### config.mk
export PLATFORM = sky130hd
export DESIGN_NAME = ipst_timing
export DESIGN_NICKNAME = d
export VERILOG_FILES = /design/src/include/ipst_pkg.sv /design/src/design/ipst_clk_map.sv /design/src/design/ipst_sync.sv /design/src/design/ipst_timing.sv
export VERILOG_INCLUDE_DIRS = /design/src /design/src/include
export SDC_FILE = /design/constraint.sdc
export NUM_CORES = 1
export LEC_CHECK = 0
export BUFFER_PORTS_ARGS = -buffer_cell sky130_fd_sc_hd__buf_2
export CAP_MARGIN = 20
export CORE_ASPECT_RATIO = 1.75
export CORE_MARGIN = 2
export CORE_UTILIZATION = 56
export CTS_CLUSTER_SIZE = 10
export DETAILED_ROUTE_END_ITERATION = 12
export PLACE_DENSITY_LB_ADDON = 0.08
export SLEW_MARGIN = 5
export SYNTH_ARGS = -nofsm -noshare
export SYNTH_HDL_FRONTEND = slang
export SYNTH_SLANG_ARGS = --single-unit
### constraint.sdc
create_clock -name clk -period 3.9 [get_ports clk]
set_clock_uncertainty 0.2 [all_clocks]
set_input_delay 0.78 -clock clk [delete_from_list [all_inputs] [get_ports clk]]
set_output_delay 0.78 -clock clk [all_outputs]
set_load 0.03 [all_outputs]
### src/include/ipst_defs.svh
// offsets, field positions, reset values and timing counts for the strobe timer
`ifndef IPST_DEFS_SVH
`define IPST_DEFS_SVH

// configuration offsets of the two timing registers
`define IPST_PRI_OFFSET 8'h40
`define IPST_SEC_OFFSET 8'h44
// reset pattern of both timing registers
`define IPST_TIMING_RESET 32'h97609760
// writable bits of each 16-bit half; the rest read as zero
`define IPST_HALF_MASK 16'h03FF
// field positions inside one 16-bit half
`define IPST_REC_HI 9
`define IPST_REC_LO 7
`define IPST_ACT_HI 6
`define IPST_ACT_LO 4
`define IPST_SETUP_HI 6
`define IPST_SETUP_LO 5
`define IPST_RDY_BIT 3
`define IPST_POST_BIT 2
`define IPST_PREF_BIT 1
`define IPST_ATAPI_BIT 0
// fixed non-data timing, in clocks
`define IPST_NONDATA_CLKS 4'hA
// drive command register index and the packet command code
`define IPST_CMD_INDEX 3'h7
`define IPST_ATAPI_CMD 8'hA0
// drive data register index
`define IPST_DATA_INDEX 3'h0

`endif

### src/include/ipst_pkg.sv
// types shared by the strobe timing block
package ipst_pkg;
  // strobe sequencer states, gray coded along setup-active-recovery
  typedef enum logic [1:0] {
    IPST_IDLE = 2'b00,
    IPST_SETUP = 2'b01,
    IPST_ACTIVE = 2'b11,
    IPST_RECOVER = 2'b10
  } ipst_state_t;
endpackage

### src/design/ipst_clk_map.sv
// maps a 3-bit timing code onto a count of clocks
module ipst_clk_map (
  input wire logic [2:0] code,
  output logic [3:0] clocks
);
  // table: 1, 2, 3, 4, 8, 9, 10, 12
  always_comb begin
    unique case (code)
      3'h0: clocks = 4'h1;
      3'h1: clocks = 4'h2;
      3'h2: clocks = 4'h3;
      3'h3: clocks = 4'h4;
      3'h4: clocks = 4'h8;
      3'h5: clocks = 4'h9;
      3'h6: clocks = 4'hA;
      3'h7: clocks = 4'hC;
    endcase
  end
endmodule

### src/design/ipst_sync.sv
// three-stage synchroniser; change accepted when last two stages agree
module ipst_sync (
  input wire logic clk,
  input wire logic reset_n,
  input wire logic din,
  output logic dout
);
  logic s1_q; // first stage, read only by s2
  logic s2_q;
  logic s3_q;
  // shift chain, resets to the idle-high level of a ready line
  always_ff @(posedge clk or negedge reset_n) begin
    if (!reset_n) begin
      s1_q <= 1'b1;
      s2_q <= 1'b1;
      s3_q <= 1'b1;
      dout <= 1'b1;
    end else begin
      s1_q <= din;
      s2_q <= s1_q;
      s3_q <= s2_q;
      if (s2_q == s3_q) begin
        dout <= s3_q;
      end
    end
  end
endmodule

### src/design/ipst_timing.sv
// programmed-transfer strobe timer with two channel timing registers
`include "ipst_defs.svh"
module ipst_timing (
  input wire logic clk,
  input wire logic reset_n,
  // configuration space access, one word per register
  input wire logic cfg_wr,
  input wire logic cfg_rd,
  input wire logic [7:0] cfg_addr,
  input wire logic [31:0] cfg_wdata,
  input wire logic [3:0] cfg_be,
  output logic [31:0] cfg_rdata,
  // host-side drive access request
  input wire logic req_valid,
  output logic req_ready,
  input wire logic req_write,
  input wire logic req_secondary,
  input wire logic [2:0] req_index,
  input wire logic [15:0] req_wdata,
  output logic done,
  output logic [15:0] rd_data,
  // drive-select state per channel
  input wire logic pri_slave_sel,
  input wire logic sec_slave_sel,
  // prefetch permission for the current command on each channel
  output logic pri_prefetch_en,
  output logic sec_prefetch_en,
  // drive pins
  output logic [2:0] drv_addr,
  output logic drv_cs_sec,
  output logic drv_rd_n,
  output logic drv_wr_n,
  input wire logic [15:0] drv_data_in,
  output logic [15:0] drv_data_out,
  output logic drv_data_oe,
  input wire logic drv_ready
);
  logic [31:0] pri_timing_q; // primary channel timing
  logic [31:0] sec_timing_q; // secondary channel timing
  logic pri_atapi_q; // packet command in flight, primary
  logic sec_atapi_q; // packet command in flight, secondary
  ipst_pkg::ipst_state_t state_q;
  logic [3:0] cnt_q; // clocks left in current phase
  logic [3:0] act_len_q; // latched active length
  logic [3:0] rec_len_q; // latched recovery length
  logic rdy_en_q; // latched ready sampling enable
  logic write_q; // current cycle is a write
  logic posted_q; // write already acknowledged
  logic [15:0] half; // selected timing half
  logic is_data; // access targets the data register
  logic [3:0] map_act;
  logic [3:0] map_rec;
  logic [3:0] setup_len;
  logic ready_s; // synchronised drive ready
  logic [31:0] wmask; // byte-enable and reserved-bit mask
  logic [31:0] rd_mask; // bits that exist and read back
  logic start;
  logic post_now;
  logic act_end;

  // ready crosses in from the pin; the three flops cost about four
  // clocks, so a drive must pull ready low early in the strobe
  ipst_sync u_rdy_sync (
    .clk(clk),
    .reset_n(reset_n),
    .din(drv_ready),
    .dout(ready_s)
  );

  // mask of writable bits in both halves
  always_comb begin
    wmask = {{8{cfg_be[3]}}, {8{cfg_be[2]}}, {8{cfg_be[1]}},
      {8{cfg_be[0]}}};
    wmask = wmask & {`IPST_HALF_MASK, `IPST_HALF_MASK};
  end

  // reserved positions never reach the read port, whatever they hold
  assign rd_mask = {`IPST_HALF_MASK, `IPST_HALF_MASK};

  // timing register writes; only documented bits ever change after reset
  always_ff @(posedge clk or negedge reset_n) begin
    if (!reset_n) begin
      pri_timing_q <= `IPST_TIMING_RESET;
      sec_timing_q <= `IPST_TIMING_RESET;
    end else if (cfg_wr) begin
      if (cfg_addr == `IPST_PRI_OFFSET) begin
        pri_timing_q <= (pri_timing_q & ~wmask) | (cfg_wdata & wmask);
      end
      if (cfg_addr == `IPST_SEC_OFFSET) begin
        sec_timing_q <= (sec_timing_q & ~wmask) | (cfg_wdata & wmask);
      end
    end
  end

  // read data, registered; unmapped offsets read zero
  always_ff @(posedge clk or negedge reset_n) begin
    if (!reset_n) begin
      cfg_rdata <= 32'h00000000;
    end else if (cfg_rd) begin
      if (cfg_addr == `IPST_PRI_OFFSET) begin
        cfg_rdata <= pri_timing_q & rd_mask;
      end else if (cfg_addr == `IPST_SEC_OFFSET) begin
        cfg_rdata <= sec_timing_q & rd_mask;
      end else begin
        cfg_rdata <= 32'h00000000;
      end
    end
  end

  // channel register, then drive half, for this request
  always_comb begin
    if (req_secondary) begin
      // upper half slave, lower half master
      half = sec_slave_sel ? sec_timing_q[31:16]
        : sec_timing_q[15:0];
    end else begin
      half = pri_slave_sel ? pri_timing_q[31:16]
        : pri_timing_q[15:0];
    end
  end

  // index zero is the data register; all else runs fixed active and recovery timing
  assign is_data = (req_index == `IPST_DATA_INDEX);

  // active and recovery lengths for the selected half
  ipst_clk_map u_act_map (
    .code(half[`IPST_ACT_HI:`IPST_ACT_LO]),
    .clocks(map_act)
  );

  ipst_clk_map u_rec_map (
    .code(half[`IPST_REC_HI:`IPST_REC_LO]),
    .clocks(map_rec)
  );

  // setup from the upper two active bits: 00->1, 01->2, 1x->3
  always_comb begin
    unique case (half[`IPST_SETUP_HI:`IPST_SETUP_LO])
      2'b00: setup_len = 4'h1;
      2'b01: setup_len = 4'h2;
      2'b10, 2'b11: setup_len = 4'h3;
    endcase
  end

  // one request at a time; the sequencer is the only resource
  assign req_ready = (state_q == ipst_pkg::IPST_IDLE);
  assign start = req_valid && req_ready;
  // only data-register writes may be posted
  assign post_now = start && req_write && is_data
    && half[`IPST_POST_BIT];
  // active ends at count one unless ready sampling is on and the drive holds ready low
  assign act_end = (cnt_q == 4'h1) && !(rdy_en_q && !ready_s);

  // strobe sequencer: setup, active, recovery
  always_ff @(posedge clk or negedge reset_n) begin
    if (!reset_n) begin
      state_q <= ipst_pkg::IPST_IDLE;
      cnt_q <= 4'h0;
      act_len_q <= 4'h1;
      rec_len_q <= 4'h1;
      rdy_en_q <= 1'b0;
      write_q <= 1'b0;
      posted_q <= 1'b0;
    end else begin
      unique case (state_q)
        ipst_pkg::IPST_IDLE: begin
          if (start) begin
            state_q <= ipst_pkg::IPST_SETUP;
            cnt_q <= setup_len;
            // lengths latched here so a register write mid-cycle
            // cannot change a strobe already under way
            // non-data registers run on fixed ten-clock active and recovery; setup still follows the half
            act_len_q <= is_data ? map_act : `IPST_NONDATA_CLKS;
            rec_len_q <= is_data ? map_rec : `IPST_NONDATA_CLKS;
            rdy_en_q <= half[`IPST_RDY_BIT];
            write_q <= req_write;
            posted_q <= post_now;
          end
        end
        ipst_pkg::IPST_SETUP: begin
          // address and chip select already stand; wait out setup
          if (cnt_q == 4'h1) begin
            state_q <= ipst_pkg::IPST_ACTIVE;
            cnt_q <= act_len_q;
          end else begin
            cnt_q <= cnt_q - 4'h1;
          end
        end
        ipst_pkg::IPST_ACTIVE: begin
          // count holds at one while the drive stretches the strobe
          if (act_end) begin
            state_q <= ipst_pkg::IPST_RECOVER;
            cnt_q <= rec_len_q;
          end else if (cnt_q != 4'h1) begin
            cnt_q <= cnt_q - 4'h1;
          end
        end
        ipst_pkg::IPST_RECOVER: begin
          // strobe inactive; next request refused until idle
          if (cnt_q == 4'h1) begin
            state_q <= ipst_pkg::IPST_IDLE;
          end else begin
            cnt_q <= cnt_q - 4'h1;
          end
        end
      endcase
    end
  end

  // address, data and strobes held from flip-flops for the cycle
  // write data enable drops only once idle, so the drive never sees
  // the bus released under a live write strobe
  always_ff @(posedge clk or negedge reset_n) begin
    if (!reset_n) begin
      drv_addr <= 3'h0;
      drv_cs_sec <= 1'b0;
      drv_data_out <= 16'h0000;
      drv_data_oe <= 1'b0;
      drv_rd_n <= 1'b1;
      drv_wr_n <= 1'b1;
    end else begin
      if (start) begin
        drv_addr <= req_index;
        drv_cs_sec <= req_secondary;
        drv_data_out <= req_wdata;
        drv_data_oe <= req_write;
      end else if (state_q == ipst_pkg::IPST_IDLE) begin
        drv_data_oe <= 1'b0;
      end
      // strobe low exactly while the sequencer sits in the active state
      if (state_q == ipst_pkg::IPST_SETUP && cnt_q == 4'h1) begin
        drv_rd_n <= write_q;
        drv_wr_n <= !write_q;
      end else if (state_q == ipst_pkg::IPST_ACTIVE && act_end) begin
        drv_rd_n <= 1'b1;
        drv_wr_n <= 1'b1;
      end
    end
  end

  // completion pulse: posted writes at once, others at strobe end
  // a posted write answers the host early; the drive cycle still runs
  always_ff @(posedge clk or negedge reset_n) begin
    if (!reset_n) begin
      done <= 1'b0;
      rd_data <= 16'h0000;
    end else begin
      done <= post_now
        || (state_q == ipst_pkg::IPST_ACTIVE && act_end && !posted_q);
      if (state_q == ipst_pkg::IPST_ACTIVE && act_end && !write_q) begin
        rd_data <= drv_data_in;
      end
    end
  end

  // packet command tracking per channel; any other command clears it
  // flag lives until the next command write on the same channel
  always_ff @(posedge clk or negedge reset_n) begin
    if (!reset_n) begin
      pri_atapi_q <= 1'b0;
      sec_atapi_q <= 1'b0;
    end else if (start && req_write && req_index == `IPST_CMD_INDEX) begin
      if (req_secondary) begin
        sec_atapi_q <= (req_wdata[7:0] == `IPST_ATAPI_CMD);
      end else begin
        pri_atapi_q <= (req_wdata[7:0] == `IPST_ATAPI_CMD);
      end
    end
  end

  // prefetch permission: 0x off, 10 non-packet only, 11 always
  // trade-off: the half follows the live drive select, not one latched
  // per command, so software must not swap drives mid-command
  always_comb begin
    logic [15:0] ph;
    logic [15:0] sh;
    ph = pri_slave_sel ? pri_timing_q[31:16] : pri_timing_q[15:0];
    sh = sec_slave_sel ? sec_timing_q[31:16] : sec_timing_q[15:0];
    pri_prefetch_en = ph[`IPST_PREF_BIT]
      && (ph[`IPST_ATAPI_BIT] || !pri_atapi_q);
    sec_prefetch_en = sh[`IPST_PREF_BIT]
      && (sh[`IPST_ATAPI_BIT] || !sec_atapi_q);
  end
endmodule

==> flow_summary.yaml <==
floorplanning:
  num_rows: 48
  pin_count: 164
  die_y_um: 137.4
  core_sq_um: 9910
  die_x_um: 80.23
  initial_core_util_pct: 57.46
  die-area_sq_um: 11020
synth:
  postSynthAreaPerCell_sq_um: 11.17
  synthesis.area_sq_um: 5694
  synth_warnings: 0
  synth_top_flop_cell: "dfrtp_1"
  seq_area_frac_synth_pct: 54.58
  synth_commonest_cells: "dfrtp_1, nand2_1, mux2_2"
  synth_edf_count: 0
  syn_inst: 510
  synth_most_common_cell: "dfrtp_1"
  synth-seq-cells: 123
  postSynth.asyncResetShare_pct: 100.0
  synth.top_cell.area_share_pct: 43.51
  synth_cell_types: 53
  post_synth_main_area_contributors: "dfrtp_1, dfstp_2, mux2_2"
  synth_top_area_cell: "dfrtp_1"
grt:
  grt_pass1_wl_um: 20690
  gr-total-overflow: 0
  antenna_found_initial: 0
  grt_pass1_vias: 4197
  track_usage_pct: 25.32
  grt_max_degree: 71
setup_path:
  crit_fanout: 17
  critPathTopFamily: "flip-flops"
  crit_path_end_kind: "output pin"
  crit_buf_inv: 1
  required_ns: 2.92
  arrival_ns: 1.81
  cpPeakStageDelay_ns: 0.56
  slowest_stage: "dfrtp_1"
  path_class: "flip-flop to output pin"
  critical_path.cell_chain: "nor2_1, buf_2"
  start_kind: "flip-flop"
power_and_ir_drop:
  powerDensity_nw_per_um2: 671.8
  peakVddDrop_uv: 455.9
  p_leak_nw: 3.577
  total_power_mw: 4.742
place:
  hpwl_um: 9927
  gp_congestion: 0.8646
  dpl_worst_slack_ns: 0.8034
  io_buffers: 139
  placed_cells: 753
  place_area_sq_um: 6444
run_status:
  status: "finished clean"
clock_network:
  cts_buffer_depth: 2
  cts_buffers: 17
  path_clk_slew_ns: 0.05
  cts_tree: "done"
  ctsHoldBuffers: 0
  cts-root-buf: "clkbuf_16"
  cts.sinks: 123
  htreeDepth: 4
  clk_latency_ns: 0.42
  post_cts_buffers: 0
  cts_resized: 0
timing:
  hold_ws_ns: 0.1553
  max_clock_freq_mhz: 358.4
  relSlewSlack_pct: 43.48
  post-route-period-util_pct: 71.55
  finalCriticalPeriod_ns: 2.791
  setup_violations: 0
  tightest_slew_ns: 0.8478
  drv_slew: 0
  hold_violations: 0
  setup_tns_ns: 0
  worst_slack_ns: 1.109
  rsz0062_at_grt: "false"
route:
  vias_per_cell: 5.582
  wire_per_inst_um: 17.33
  ant_nets: 0
  wirelength_um: 13610
  first_pass_iters: 5
  drc: 0
  drt_iter0_markers: 221
  vias: 4382
finish:
  finalNetCount: 744
  utilization_pct: 71.22
  final_cells: 785
  area_growth_pct: 23.95
  layout-drive-gt1-share_pct: 40.61
  diodes: 0
  finalInstanceArea_sq_um: 7058
job:
  maxCapViolCount: 0
hold_path:
  hold_path_class: "flip-flop to flip-flop"
[report_power, final]
group | internal [mW] | total [mW] | switching [mW]
sequential | 1.59 | 1.78 | 0.195
clock | 1.05 | 1.61 | 0.554
combinational | 0.459 | 1.35 | 0.893
total | 3.10 | 4.74 | 1.64
[cells by family (layout without fill, tap and decap cells)]
family / after synthesis / in the layout / synth area share [%]
buffers and inverters: 50 / 189 / 4.307
adders and majority gates: 9 / 9 / 1.934
DFF: 123 / 123 / 54.58
xor gates and xnor gates: 2 / 2 / 0.3077
and+or+nand+nor: 154 / 154 / 12.63
other: 1 / 12 / 0.06586
muxes: 74 / 74 / 15.43
AOI/OAI and AO/OA: 97 / 97 / 10.75
[cells in the final DEF, fill, tap and decap left out, types with 4 or more instances in the layout]
cell / count
ha_1: 8
inv_1: 13
a22o_1: 4
mux2_4: 16
a21oi_1: 32
nand2_1: 84
clkinvlp_4: 6
buf_2: 138
mux2i_1: 12
a22oi_1: 20
o21ai_0: 21
clkbuf_16: 17
dfrtp_1: 99
o211ai_1: 5
conb_1: 12
nor3_1: 4
buf_4: 5
mux2_2: 46
nand3_1: 4
dfstp_2: 24
nor2_1: 33
[final timing paths]
| check | slack, ns | cells past startpoint | startpoint | to |
|---|---|---|---|---|
| max | 1.11 | 2 | state_q[1]$_DFFE_PN0P_ | req_ready |
| min | 0.16 | 0 | u_rdy_sync.s1_q$_DFF_PN1_ | u_rdy_sync.s2_q$_DFF_PN1_ |
| max reg2reg | 1.24 | 7 | cnt_q[1]$_DFFE_PN0P_ | rd_data[10]$_DFFE_PN0P_ |
| min reg2reg | 0.16 | 0 | u_rdy_sync.s1_q$_DFF_PN1_ | u_rdy_sync.s2_q$_DFF_PN1_ |
| max in group asynchronous | 2.45 | 2 | reset_n | asynchronous set/reset pin |
| min in group asynchronous | 0.21 | 1 | reset_n | rd_data[15]$_DFFE_PN0P_ |
[routing by layer]
| metal | vias to the layer above | global-route usage [%] | part of all wire [%] |
|---|---|---|---|
| met5 | - | 0 | 0 |
| met4 | 0 | 11.39 | 2.9 |
| met3 | 25 | 6.750 | 4.8 |
| met2 | 143 | 45.79 | 56 |
| met1 | 2180 | 27.07 | 36 |
| li1 | 2034 | - | - |
[final cells by class]
class	instances	area (sq um)
timing repair buffer	144	748.2
tap	125	156.4
fill	743	2851
multi-input combinational	348	2382
clock buffer	22	474.2
inverter	13	48.80
sequential	123	3108
clock inverter	10	140.1
Power figures use the tool's default switching activity.
